`config.mk`:
```
export PLATFORM = sky130hd
export DESIGN_NAME = umd_engine
export DESIGN_NICKNAME = d
export VERILOG_FILES = /design/src/umd_pkg.sv /design/src/umd_channel.sv /design/src/umd_engine.sv
export SDC_FILE = /design/constraint.sdc
export NUM_CORES = 2
export LEC_CHECK = 0
export BUFFER_PORTS_ARGS = -buffer_cell sky130_fd_sc_hd__buf_2
export CAP_MARGIN = 10
export CELL_PAD_IN_SITES_DETAIL_PLACEMENT = 0
export CELL_PAD_IN_SITES_GLOBAL_PLACEMENT = 1
export CORE_ASPECT_RATIO = 0.8
export CORE_MARGIN = 8
export CORE_UTILIZATION = 30
export CTS_CLUSTER_SIZE = 30
export DETAILED_ROUTE_END_ITERATION = 8
export PLACE_DENSITY = 0.65
export RECOVER_POWER = 25
export SLEW_MARGIN = 25
export SYNTH_ARGS = -nofsm -noshare
export SYNTH_HDL_FRONTEND = slang
export SYNTH_HIERARCHICAL = 1
export SYNTH_SLANG_ARGS = --single-unit
```
`constraint.sdc`:
```
create_clock -name clk -period 8.2 [get_ports clk]
set_input_delay 0.41 -clock clk [delete_from_list [all_inputs] [get_ports clk]]
set_output_delay 0.41 -clock clk [all_outputs]
set_load 0.05 [all_outputs]
```
`src/umd_pkg.sv`:
```
// Purpose: Shared constants and types for the interrupt driven micro DMA engine
// Assumes: Single 200 MHz clock, synchronous active high reset
// Notes:   Register offsets, mode codes, reset values and state encodings
package umd_pkg;

  localparam int unsigned NUM_CH     = 8;
  localparam int unsigned NUM_SRC    = 34;
  localparam int unsigned VEC_W      = 8;
  localparam int unsigned ADDR_W     = 24;
  localparam int unsigned CNT_W      = 16;

  localparam logic [8:0]  SW_REQ_OFFSET    = 9'h109;
  localparam logic [8:0]  BURST_SEL_OFFSET = 9'h10a;
  localparam logic [7:0]  SW_REQ_RESET     = 8'h00;
  localparam logic [7:0]  BURST_SEL_RESET  = 8'h00;

  localparam logic [2:0]  DMA_LEVEL        = 3'h6;
  localparam logic [7:0]  VEC_NONE         = 8'h00;

  localparam logic [1:0]  SIZE_1           = 2'h0;
  localparam logic [1:0]  SIZE_2           = 2'h1;
  localparam logic [1:0]  SIZE_4           = 2'h2;

  localparam logic [2:0]  MODE_DST_INC     = 3'h0;
  localparam logic [2:0]  MODE_DST_DEC     = 3'h1;
  localparam logic [2:0]  MODE_SRC_INC     = 3'h2;
  localparam logic [2:0]  MODE_SRC_DEC     = 3'h3;
  localparam logic [2:0]  MODE_BOTH_INC    = 3'h4;
  localparam logic [2:0]  MODE_BOTH_DEC    = 3'h5;
  localparam logic [2:0]  MODE_FIXED       = 3'h6;
  localparam logic [2:0]  MODE_COUNTER     = 3'h7;

  localparam logic [2:0]  PARAM_SRC        = 3'h0;
  localparam logic [2:0]  PARAM_DST        = 3'h1;
  localparam logic [2:0]  PARAM_CNT        = 3'h2;
  localparam logic [2:0]  PARAM_MODE       = 3'h3;
  localparam logic [2:0]  PARAM_VEC        = 3'h4;

  typedef enum logic [5:0] {
    UMD_IDLE  = 6'b000001,
    UMD_FETCH = 6'b000010,
    UMD_READ  = 6'b000100,
    UMD_WRITE = 6'b001000,
    UMD_TAIL  = 6'b010000,
    UMD_DONE  = 6'b100000
  } umd_state_t;

  typedef struct packed {
    logic        valid;
    logic        write;
    logic [23:0] addr;
    logic [1:0]  size;
    logic [31:0] wdata;
  } umd_bus_req_t;

  typedef struct packed {
    logic        wr;
    logic [2:0]  ch;
    logic [2:0]  sel;
    logic [31:0] data;
  } umd_param_wr_t;

endpackage
```
`src/umd_channel.sv`:
```
// Purpose: One micro DMA channel parameter set and its update logic
// Assumes: Parameters loaded through the dedicated parameter port pwr
// Notes:   Address update follows the mode, counter wraps from zero
`timescale 1ns/10ps
module umd_channel (
  input  wire logic                 clk,
  input  wire logic                 rst,
  input  wire umd_pkg::umd_param_wr_t pwr,
  input  wire logic [2:0]           ch_id,
  input  wire logic                 step,
  input  wire logic                 clr_vec,
  output logic [23:0]               src_q,
  output logic [23:0]               dst_q,
  output logic [15:0]               cnt_q,
  output logic [4:0]                mode_q,
  output logic [7:0]                vec_q
);

  logic        sel_me;
  logic [23:0] stride;
  logic [2:0]  amode;

  assign sel_me = pwr.wr && (pwr.ch == ch_id);
  assign amode  = mode_q[4:2];

  always_comb begin
    case (mode_q[1:0])
      umd_pkg::SIZE_2: stride = 24'h000002;
      umd_pkg::SIZE_4: stride = 24'h000004;
      default:         stride = 24'h000001;
    endcase
    if (amode == umd_pkg::MODE_COUNTER) begin
      stride = 24'h000001;
    end
  end

  // Only low 24 address bits are kept
  always_ff @(posedge clk) begin
    if (rst) begin
      src_q <= 24'h000000;
    end else if (sel_me && pwr.sel == umd_pkg::PARAM_SRC) begin
      src_q <= pwr.data[23:0];
    end else if (step) begin
      case (amode)
        umd_pkg::MODE_SRC_INC, umd_pkg::MODE_BOTH_INC, umd_pkg::MODE_COUNTER: src_q <= src_q + stride;
        umd_pkg::MODE_SRC_DEC, umd_pkg::MODE_BOTH_DEC: src_q <= src_q - stride;
        default: src_q <= src_q;
      endcase
    end
  end

  always_ff @(posedge clk) begin
    if (rst) begin
      dst_q <= 24'h000000;
    end else if (sel_me && pwr.sel == umd_pkg::PARAM_DST) begin
      dst_q <= pwr.data[23:0];
    end else if (step) begin
      case (amode)
        umd_pkg::MODE_DST_INC, umd_pkg::MODE_BOTH_INC: dst_q <= dst_q + stride;
        umd_pkg::MODE_DST_DEC, umd_pkg::MODE_BOTH_DEC: dst_q <= dst_q - stride;
        default: dst_q <= dst_q;
      endcase
    end
  end

  // Zero start value wraps, giving 65536 transfers
  always_ff @(posedge clk) begin
    if (rst) begin
      cnt_q <= 16'h0000;
    end else if (sel_me && pwr.sel == umd_pkg::PARAM_CNT) begin
      cnt_q <= pwr.data[15:0];
    end else if (step) begin
      cnt_q <= cnt_q - 16'h0001;
    end
  end

  always_ff @(posedge clk) begin
    if (rst) begin
      mode_q <= 5'h00;
    end else if (sel_me && pwr.sel == umd_pkg::PARAM_MODE) begin
      mode_q <= pwr.data[4:0];
    end
  end

  always_ff @(posedge clk) begin
    if (rst) begin
      vec_q <= umd_pkg::VEC_NONE;
    end else if (clr_vec) begin
      vec_q <= umd_pkg::VEC_NONE;
    end else if (sel_me && pwr.sel == umd_pkg::PARAM_VEC) begin
      vec_q <= pwr.data[7:0];
    end
  end

endmodule // umd_channel

```
`src/umd_engine.sv`:
```
// Purpose: Eight channel interrupt triggered micro DMA engine
// Assumes: CPU grants bus cycles through ack; memory answers in one cycle
// Notes:   Channel parameters loaded through the dedicated parameter port
//
// Behaviour
// - DMA requests presented at level six
// - No service while halted; requests stay pending
// - Eight independent channels
// - Accepted request clears source interrupt flag
// - Move block, decrement counter, update addresses
// - Nonzero counter keeps start vector armed
// - Zero counter raises end interrupt, disarms
// - Lowest channel number wins arbitration
// - Disarmed source becomes ordinary interrupt
// - Addresses hold only 24 bits
// - Counter 16 bits, zero means 65536
// - 33 interrupt sources plus software start
// - Five states: fetch, fetch, read, write, fetch; engine walks fetch, read, write, tail, done
// - Writing one starts one transfer
// - Software request bit self clears on completion
// - Busy request bit reads one
// - Burst channels repeat until counter zero
// - Soft start during interrupt transfer keeps counter
// - Low mode bits select block size
// - Upper mode bits select address behaviour
`timescale 1ns/10ps
module umd_engine (
  input  wire logic                   clk,
  input  wire logic                   rst,
  input  wire logic [32:0]            int_pend,
  input  wire logic                   cpu_halted,
  input  wire logic                   dma_ack,
  input  wire umd_pkg::umd_param_wr_t pwr,
  input  wire logic                   reg_wr,
  input  wire logic                   reg_rd,
  input  wire logic [8:0]             reg_addr,
  input  wire logic [7:0]             reg_wdata,
  input  wire logic [31:0]            mem_rdata,
  output logic [7:0]                  reg_rdata,
  output logic                        dma_req,
  output logic [2:0]                  dma_level,
  output logic [32:0]                 int_clr,
  output logic [32:0]                 dma_owned,
  output logic [7:0]                  tc_irq,
  output umd_pkg::umd_bus_req_t       bus_q,
  output logic [5:0]                  state_out
);

  umd_pkg::umd_state_t state_q;
  umd_pkg::umd_state_t state_d;

  logic [7:0]  sw_req_q;
  logic [7:0]  burst_q;
  logic [7:0]  ch_req;
  logic [7:0]  step;
  logic [7:0]  clr_vec;
  logic [2:0]  act_q;
  logic        act_sw_q;
  logic [7:0]  sw_keep;
  logic        any_req;
  logic [2:0]  win;
  logic [32:0] owned;
  logic        end_hit;
  logic [7:0]  sw_set;

  logic [23:0] src   [umd_pkg::NUM_CH];
  logic [23:0] dst   [umd_pkg::NUM_CH];
  logic [15:0] cnt   [umd_pkg::NUM_CH];
  logic [4:0]  mode  [umd_pkg::NUM_CH];
  logic [7:0]  vec   [umd_pkg::NUM_CH];

  genvar g;
  generate
    for (g = 0; g < umd_pkg::NUM_CH; g++) begin : g_ch
      umd_channel u_ch (
        .clk     (clk),
        .rst     (rst),
        .pwr     (pwr),
        .ch_id   (3'(g)),
        .step    (step[g]),
        .clr_vec (clr_vec[g]),
        .src_q   (src[g]),
        .dst_q   (dst[g]),
        .cnt_q   (cnt[g]),
        .mode_q  (mode[g]),
        .vec_q   (vec[g])
      );
    end
  endgenerate

  // Source k (1..33) maps to start vector k; vector 0 means disarmed
  always_comb begin
    owned  = '0;
    ch_req = '0;
    for (int c = 0; c < umd_pkg::NUM_CH; c++) begin
      for (int k = 0; k < 33; k++) begin
        if (vec[c] != umd_pkg::VEC_NONE && vec[c] == 8'(k + 1)) begin
          owned[k] = 1'b1;
          if (int_pend[k]) begin
            ch_req[c] = 1'b1;
          end
        end
      end
      if (sw_req_q[c]) begin
        ch_req[c] = 1'b1;
      end
    end
  end

  // Fixed priority by channel number
  always_comb begin
    win = 3'h0;
    for (int c = umd_pkg::NUM_CH - 1; c >= 0; c--) begin
      if (ch_req[c]) begin
        win = 3'(c);
      end
    end
  end

  assign any_req = |ch_req;
  assign end_hit = (state_q == umd_pkg::UMD_DONE) && (cnt[act_q] == 16'h0000);

  always_comb begin
    state_d = state_q;
    case (state_q)
      umd_pkg::UMD_IDLE: begin
        if (dma_ack && any_req && !cpu_halted) begin
          state_d = umd_pkg::UMD_FETCH;
        end
      end
      umd_pkg::UMD_FETCH: state_d = umd_pkg::UMD_READ;
      umd_pkg::UMD_READ:  state_d = umd_pkg::UMD_WRITE;
      umd_pkg::UMD_WRITE: state_d = umd_pkg::UMD_TAIL;
      umd_pkg::UMD_TAIL:  state_d = umd_pkg::UMD_DONE;
      umd_pkg::UMD_DONE: begin
        if (burst_q[act_q] && cnt[act_q] != 16'h0000 && !cpu_halted) begin
          state_d = umd_pkg::UMD_FETCH;
        end else begin
          state_d = umd_pkg::UMD_IDLE;
        end
      end
      default: state_d = umd_pkg::UMD_IDLE;
    endcase
  end

  always_ff @(posedge clk) begin
    if (rst) begin
      state_q <= umd_pkg::UMD_IDLE;
    end else begin
      state_q <= state_d;
    end
  end

  always_ff @(posedge clk) begin
    if (rst) begin
      act_q    <= 3'h0;
      act_sw_q <= 1'b0;
    end else if (state_q == umd_pkg::UMD_IDLE && state_d == umd_pkg::UMD_FETCH) begin
      act_q    <= win;
      act_sw_q <= sw_req_q[win];
    end
  end

  // Counter and addresses step once, in the tail state after the write
  always_comb begin
    step    = '0;
    clr_vec = '0;
    if (state_q == umd_pkg::UMD_TAIL) begin
      step[act_q] = 1'b1;
    end
    if (end_hit) begin
      clr_vec[act_q] = 1'b1;
    end
  end

  // Soft start into a running interrupt transfer is dropped, so it never steps the counter
  always_comb begin
    sw_keep = 8'hff;
    if (state_q != umd_pkg::UMD_IDLE && !act_sw_q) begin
      sw_keep[act_q] = 1'b0;
    end
  end

  // Write data is taken straight from the read cycle
  always_ff @(posedge clk) begin
    if (rst) begin
      bus_q <= '0;
    end else begin
      bus_q <= '0;
      if (state_d == umd_pkg::UMD_READ && mode[act_q][4:2] != umd_pkg::MODE_COUNTER) begin
        bus_q.valid <= 1'b1;
        bus_q.addr  <= src[act_q];
        bus_q.size  <= mode[act_q][1:0];
      end else if (state_d == umd_pkg::UMD_WRITE && mode[act_q][4:2] != umd_pkg::MODE_COUNTER) begin
        bus_q.valid <= 1'b1;
        bus_q.write <= 1'b1;
        bus_q.addr  <= dst[act_q];
        bus_q.size  <= mode[act_q][1:0];
        bus_q.wdata <= mem_rdata;
      end
    end
  end

  // Request to CPU always at level six
  always_ff @(posedge clk) begin
    if (rst) begin
      dma_req   <= 1'b0;
      dma_level <= 3'h0;
    end else begin
      dma_req   <= any_req && state_q == umd_pkg::UMD_IDLE;
      dma_level <= umd_pkg::DMA_LEVEL;
    end
  end

  // Clear the source flag on acceptance of an interrupt started request
  always_ff @(posedge clk) begin
    if (rst) begin
      int_clr <= '0;
    end else begin
      int_clr <= '0;
      if (state_q == umd_pkg::UMD_IDLE && state_d == umd_pkg::UMD_FETCH && !sw_req_q[win]) begin
        for (int k = 0; k < 33; k++) begin
          if (vec[win] == 8'(k + 1)) begin
            int_clr[k] <= 1'b1;
          end
        end
      end
    end
  end

  always_ff @(posedge clk) begin
    if (rst) begin
      dma_owned <= '0;
    end else begin
      dma_owned <= owned;
    end
  end

  always_ff @(posedge clk) begin
    if (rst) begin
      tc_irq <= '0;
    end else begin
      tc_irq <= '0;
      if (end_hit) begin
        tc_irq[act_q] <= 1'b1;
      end
    end
  end

  assign sw_set = (reg_wr && reg_addr == umd_pkg::SW_REQ_OFFSET) ? (reg_wdata & sw_keep) : 8'h00;

  // New set wins over completion clear
  always_ff @(posedge clk) begin
    if (rst) begin
      sw_req_q <= umd_pkg::SW_REQ_RESET;
    end else begin
      for (int c = 0; c < umd_pkg::NUM_CH; c++) begin
        if (sw_set[c]) begin
          sw_req_q[c] <= 1'b1;
        end else if (state_q == umd_pkg::UMD_DONE && act_sw_q && act_q == 3'(c)) begin
          sw_req_q[c] <= 1'b0;
        end
      end
    end
  end

  always_ff @(posedge clk) begin
    if (rst) begin
      burst_q <= umd_pkg::BURST_SEL_RESET;
    end else if (reg_wr && reg_addr == umd_pkg::BURST_SEL_OFFSET) begin
      burst_q <= reg_wdata;
    end
  end

  always_ff @(posedge clk) begin
    if (rst) begin
      reg_rdata <= 8'h00;
    end else if (reg_rd && reg_addr == umd_pkg::SW_REQ_OFFSET) begin
      reg_rdata <= sw_req_q;
    end else if (reg_rd && reg_addr == umd_pkg::BURST_SEL_OFFSET) begin
      reg_rdata <= burst_q;
    end else begin
      reg_rdata <= 8'h00;
    end
  end

  always_ff @(posedge clk) begin
    if (rst) begin
      state_out <= 6'h01;
    end else begin
      state_out <= state_d;
    end
  end

endmodule // umd_engine

```
==> metrics.cfg <==
[timing]
hold_viol = 0
fmax_mhz = 160.5
period_share_pct = 75.97
rsz0062_at_grt = false
worst_slew_pin_slew_ns = 3.946
setup_tns_ns = 0
fin_skew_ns = 0.05839
setup_viol = 0
relSlewSlack_pct = -163.1
fin_crit_ns = 6.230
slew_viol_final = 234

[setup_path]
worstReg2RegStart = g_ch[5].u_ch/vec_q[0]$_SDFFE_PP0P_
cp.depth = 9
rr_worst_depth = 12
critPathRequiredTime_ns = 8.78
path_buf_inv = 4
endpoint = bus_q[51]$_SDFF_PP0_
reg2reg_to = int_clr[8]$_SDFF_PP0_
worstSetupStartpoint = rst
worstSetupPathType = in2reg
slowest_delay_ns = 1.89
critPathArrivalTime_ns = 6.81
regToRegSetupSlack_ns = 3.12
path_cells = dlygate4sd3_1 > clkbuf_1 > clkbuf_1 > or4_1 > nor3b_2 > clkbuf_1 > and2_1 > a21oi_4 > nor2b_1
crit_path_max_fanout = 39
end_kind = flip-flop
cpMaxStageDelayCell = clkbuf_1
critical_path.top_delay_family = buffers and inverters
crit_path_frequent_cell = clkbuf_1
start_kind = primary input

[route]
avgRoutedWirePerCell_um = 26.12
ant_nets = 0
viasPerCell = 5.949
first_iter_violations = 7391
via_count = 65287
drt_wl_total_um = 286700
drc_errors = 0
drt-pass1-iter-count = 8

[synth]
yosysWarnings = 6
postSynthCellCount = 7960
netlist-cell-type-count = 108
yosysSeqAreaShare_pct = 24.66
synth_edf_count = 0
yosys.area.top_type = dfxtp_1
synthArstFlopShare_pct = 0
yosysMostFrequentCell = nor2_1
synth_area_um2 = 63810
synthTopCellsByCount = 885 x nor2_1, 786 x dfxtp_1, 646 x nand2_1, 563 x a21oi_1, 424 x ha_1
synth_top_area_share_pct = 24.66
synth.avg_cell_area_um2 = 8.016
ys.flop_type = dfxtp_1
synthTopCellsByArea = dfxtp_1 25%, ha_1 8.3%, nor2_1 5.2%
synth-seq-cells = 786

[cells_and_area]
drive_gt1_share_pct = 9.640
final_nets = 8618
fin_area_um2 = 71920
syn_to_final_growth_pct = 12.72

[floorplan]
start_util_pct = 30.15
die_w_um = 531.6
rows = 151
ios = 279
die-area_um2 = 227800
core_area_um2 = 211600
die_height_um = 428.5

[power]
p_total_mw = 9.429
total_leakage_power_nw = 27.97
peakVddDrop_uv = 149.0
p_per_area_nw_per_um2 = 131.1

[placement]
place_hpwl_um = 207000
place.gp.congestion = 0.9808
placed_cell_area_um2 = 68220
portBuffers = 269

[clock_network]
cts.reportedPaths.clkPinSlew_ns = 0.06
cts_resized = 0
cts-buffers-inserted = 97
cts_tree = yes
insertion_delay_ns = 0.78
root_buffer = clkbuf_16
cts-htree-levels = 3
cts.sinks = 786
clock_path_buffers = 3

[global_route]
grt_use_total_pct = 23.70
grt_max_degree = 90
grt_pass1_vias = 60022
grt_pass1_wl_um = 416700
overflow = 0
antenna_found_initial = 26

[worst_hold_path]
hp-class = in2reg

[job]
max_cap_violations = 5

[run_status]
status = finished with violations
violations = max-capacitance violations, max-slew violations

==> layout by cell type (no fill, tap or decap), drive strengths merged, types with 39 or more instances in the layout <==
cell,count
nor2,885
dfxtp,786
nand2,647
a21oi,566
ha,424
o21ai,360
a211oi,312
clkbuf,291
buf,273
mux2i,229
xnor2,222
nand3,197
inv,181
nor3,169
and3,157
xor2,153
a21o,141
o22ai,139
mux4,138
nor2b,132
o211ai,130
a31oi,126
o21a,96
nand2b,92
nor4,91
nand4,78
or3,76
nand3b,63
a311oi,59
and2,56
a221oi,46
o2111ai,42
dlygate4sd3,41
and4,39
==> worst min-delay path by stage <==
stage / startpoint / endpoint / slack, ns / cells after the start
2_1_floorplan: g_ch[2].u_ch/vec_q[0]$_SDFFE_PP0P_ / g_ch[2].u_ch/vec_q[0]$_SDFFE_PP0P_ / 0.46 / 2
3_3_place_gp: g_ch[1].u_ch/vec_q[1]$_SDFFE_PP0P_ / g_ch[1].u_ch/vec_q[1]$_SDFFE_PP0P_ / 0.48 / 2
3_5_place_dp: g_ch[1].u_ch/cnt_q[4]$_SDFFE_PP0P_ / g_ch[1].u_ch/cnt_q[4]$_SDFFE_PP0P_ / 0.50 / 2
4_1_cts: cpu_halted / state_out[0]$_SDFF_PP1_ / 0.03 / 3
5_1_grt: cpu_halted / state_out[0]$_SDFF_PP1_ / 0.08 / 3
6_report: cpu_halted / state_out[0]$_SDFF_PP1_ / 0.09 / 3
==> metrics by stage <==
step           hold WS [ns]  worst slack, ns  instances  util (%)
6_report            0.08632            1.970      10974     33.99
5_1_grt             0.08240            1.774      10964     33.98
4_1_cts             0.02727            3.310      10963     34.08
3_5_place_dp         0.5002            3.339      10741     32.24
3_3_place_gp         0.4846            3.379      10736     32.19
2_1_floorplan        0.4578            4.111       7983         -
==> kinds of logic after synthesis <==
logic type | share of synthesized area [%]
buf+inv | 4.141
other cells | 0.01177
mux | 9.069
compound gates | 25.47
xor+xnor | 5.147
simple gates | 22.69
fa+ha+maj | 8.816
flops | 24.66
==> state kept, by name, indices dropped and copies added, names as in the netlist, 33 cells and up <==
name,cells
bus_q,60
g_ch.u_ch/vec_q,64
dma_owned,33
int_clr,33
g_ch.u_ch/mode_q,40
g_ch.u_ch/cnt_q,128
g_ch.u_ch/dst_q,192
g_ch.u_ch/src_q,192
==> power by group <==
part	switching, mW	leakage (nW)	total [mW]	internal, mW
clock network	2.02	1.70	4.83	2.81
registers	0.0410	6.34	3.89	3.84
logic	0.518	19.9	0.717	0.199
==> area by class of cell <==
class,instances,area (um^2)
Clock inverter,47,690.7
Timing Repair Buffer,471,2798
Inverter,174,653.1
Multi-Input combinational cell,6521,45680
Sequential cell,786,15740
Clock buffer,134,2789
Antenna cell,11,27.53
Tap cell,2830,3541
Fill cell,22183,139700
==> what timing repair did <==
action                    CTS  global route
hold endpoints to repair   53             0
buffers inserted            0             0
hold buffers               41             0
==> metal layers <==
metal	wire (um)	global-route usage (%)	up-vias
met5	54	0	-
met4	11080	8.106	8
met3	24330	4.706	489
met2	115200	33.81	2755
met1	136000	35.12	31878
li1	-	-	30157
==> worst register-to-register path, stage by stage (launching register included) <==
cell,delay [ns]
dfxtp_1,0.88
nor2b_1,0.34
a22o_1,0.32
a32o_1,0.20
a2111oi_0,0.55
nand3_1,0.47
nor4_4,0.32
or2_4,0.45
mux2i_1,0.14
mux2_2,0.34
a21oi_1,0.35
nand2b_1,0.38
and3b_1,0.23
Note: power is estimated with default switching activity, not from simulation.
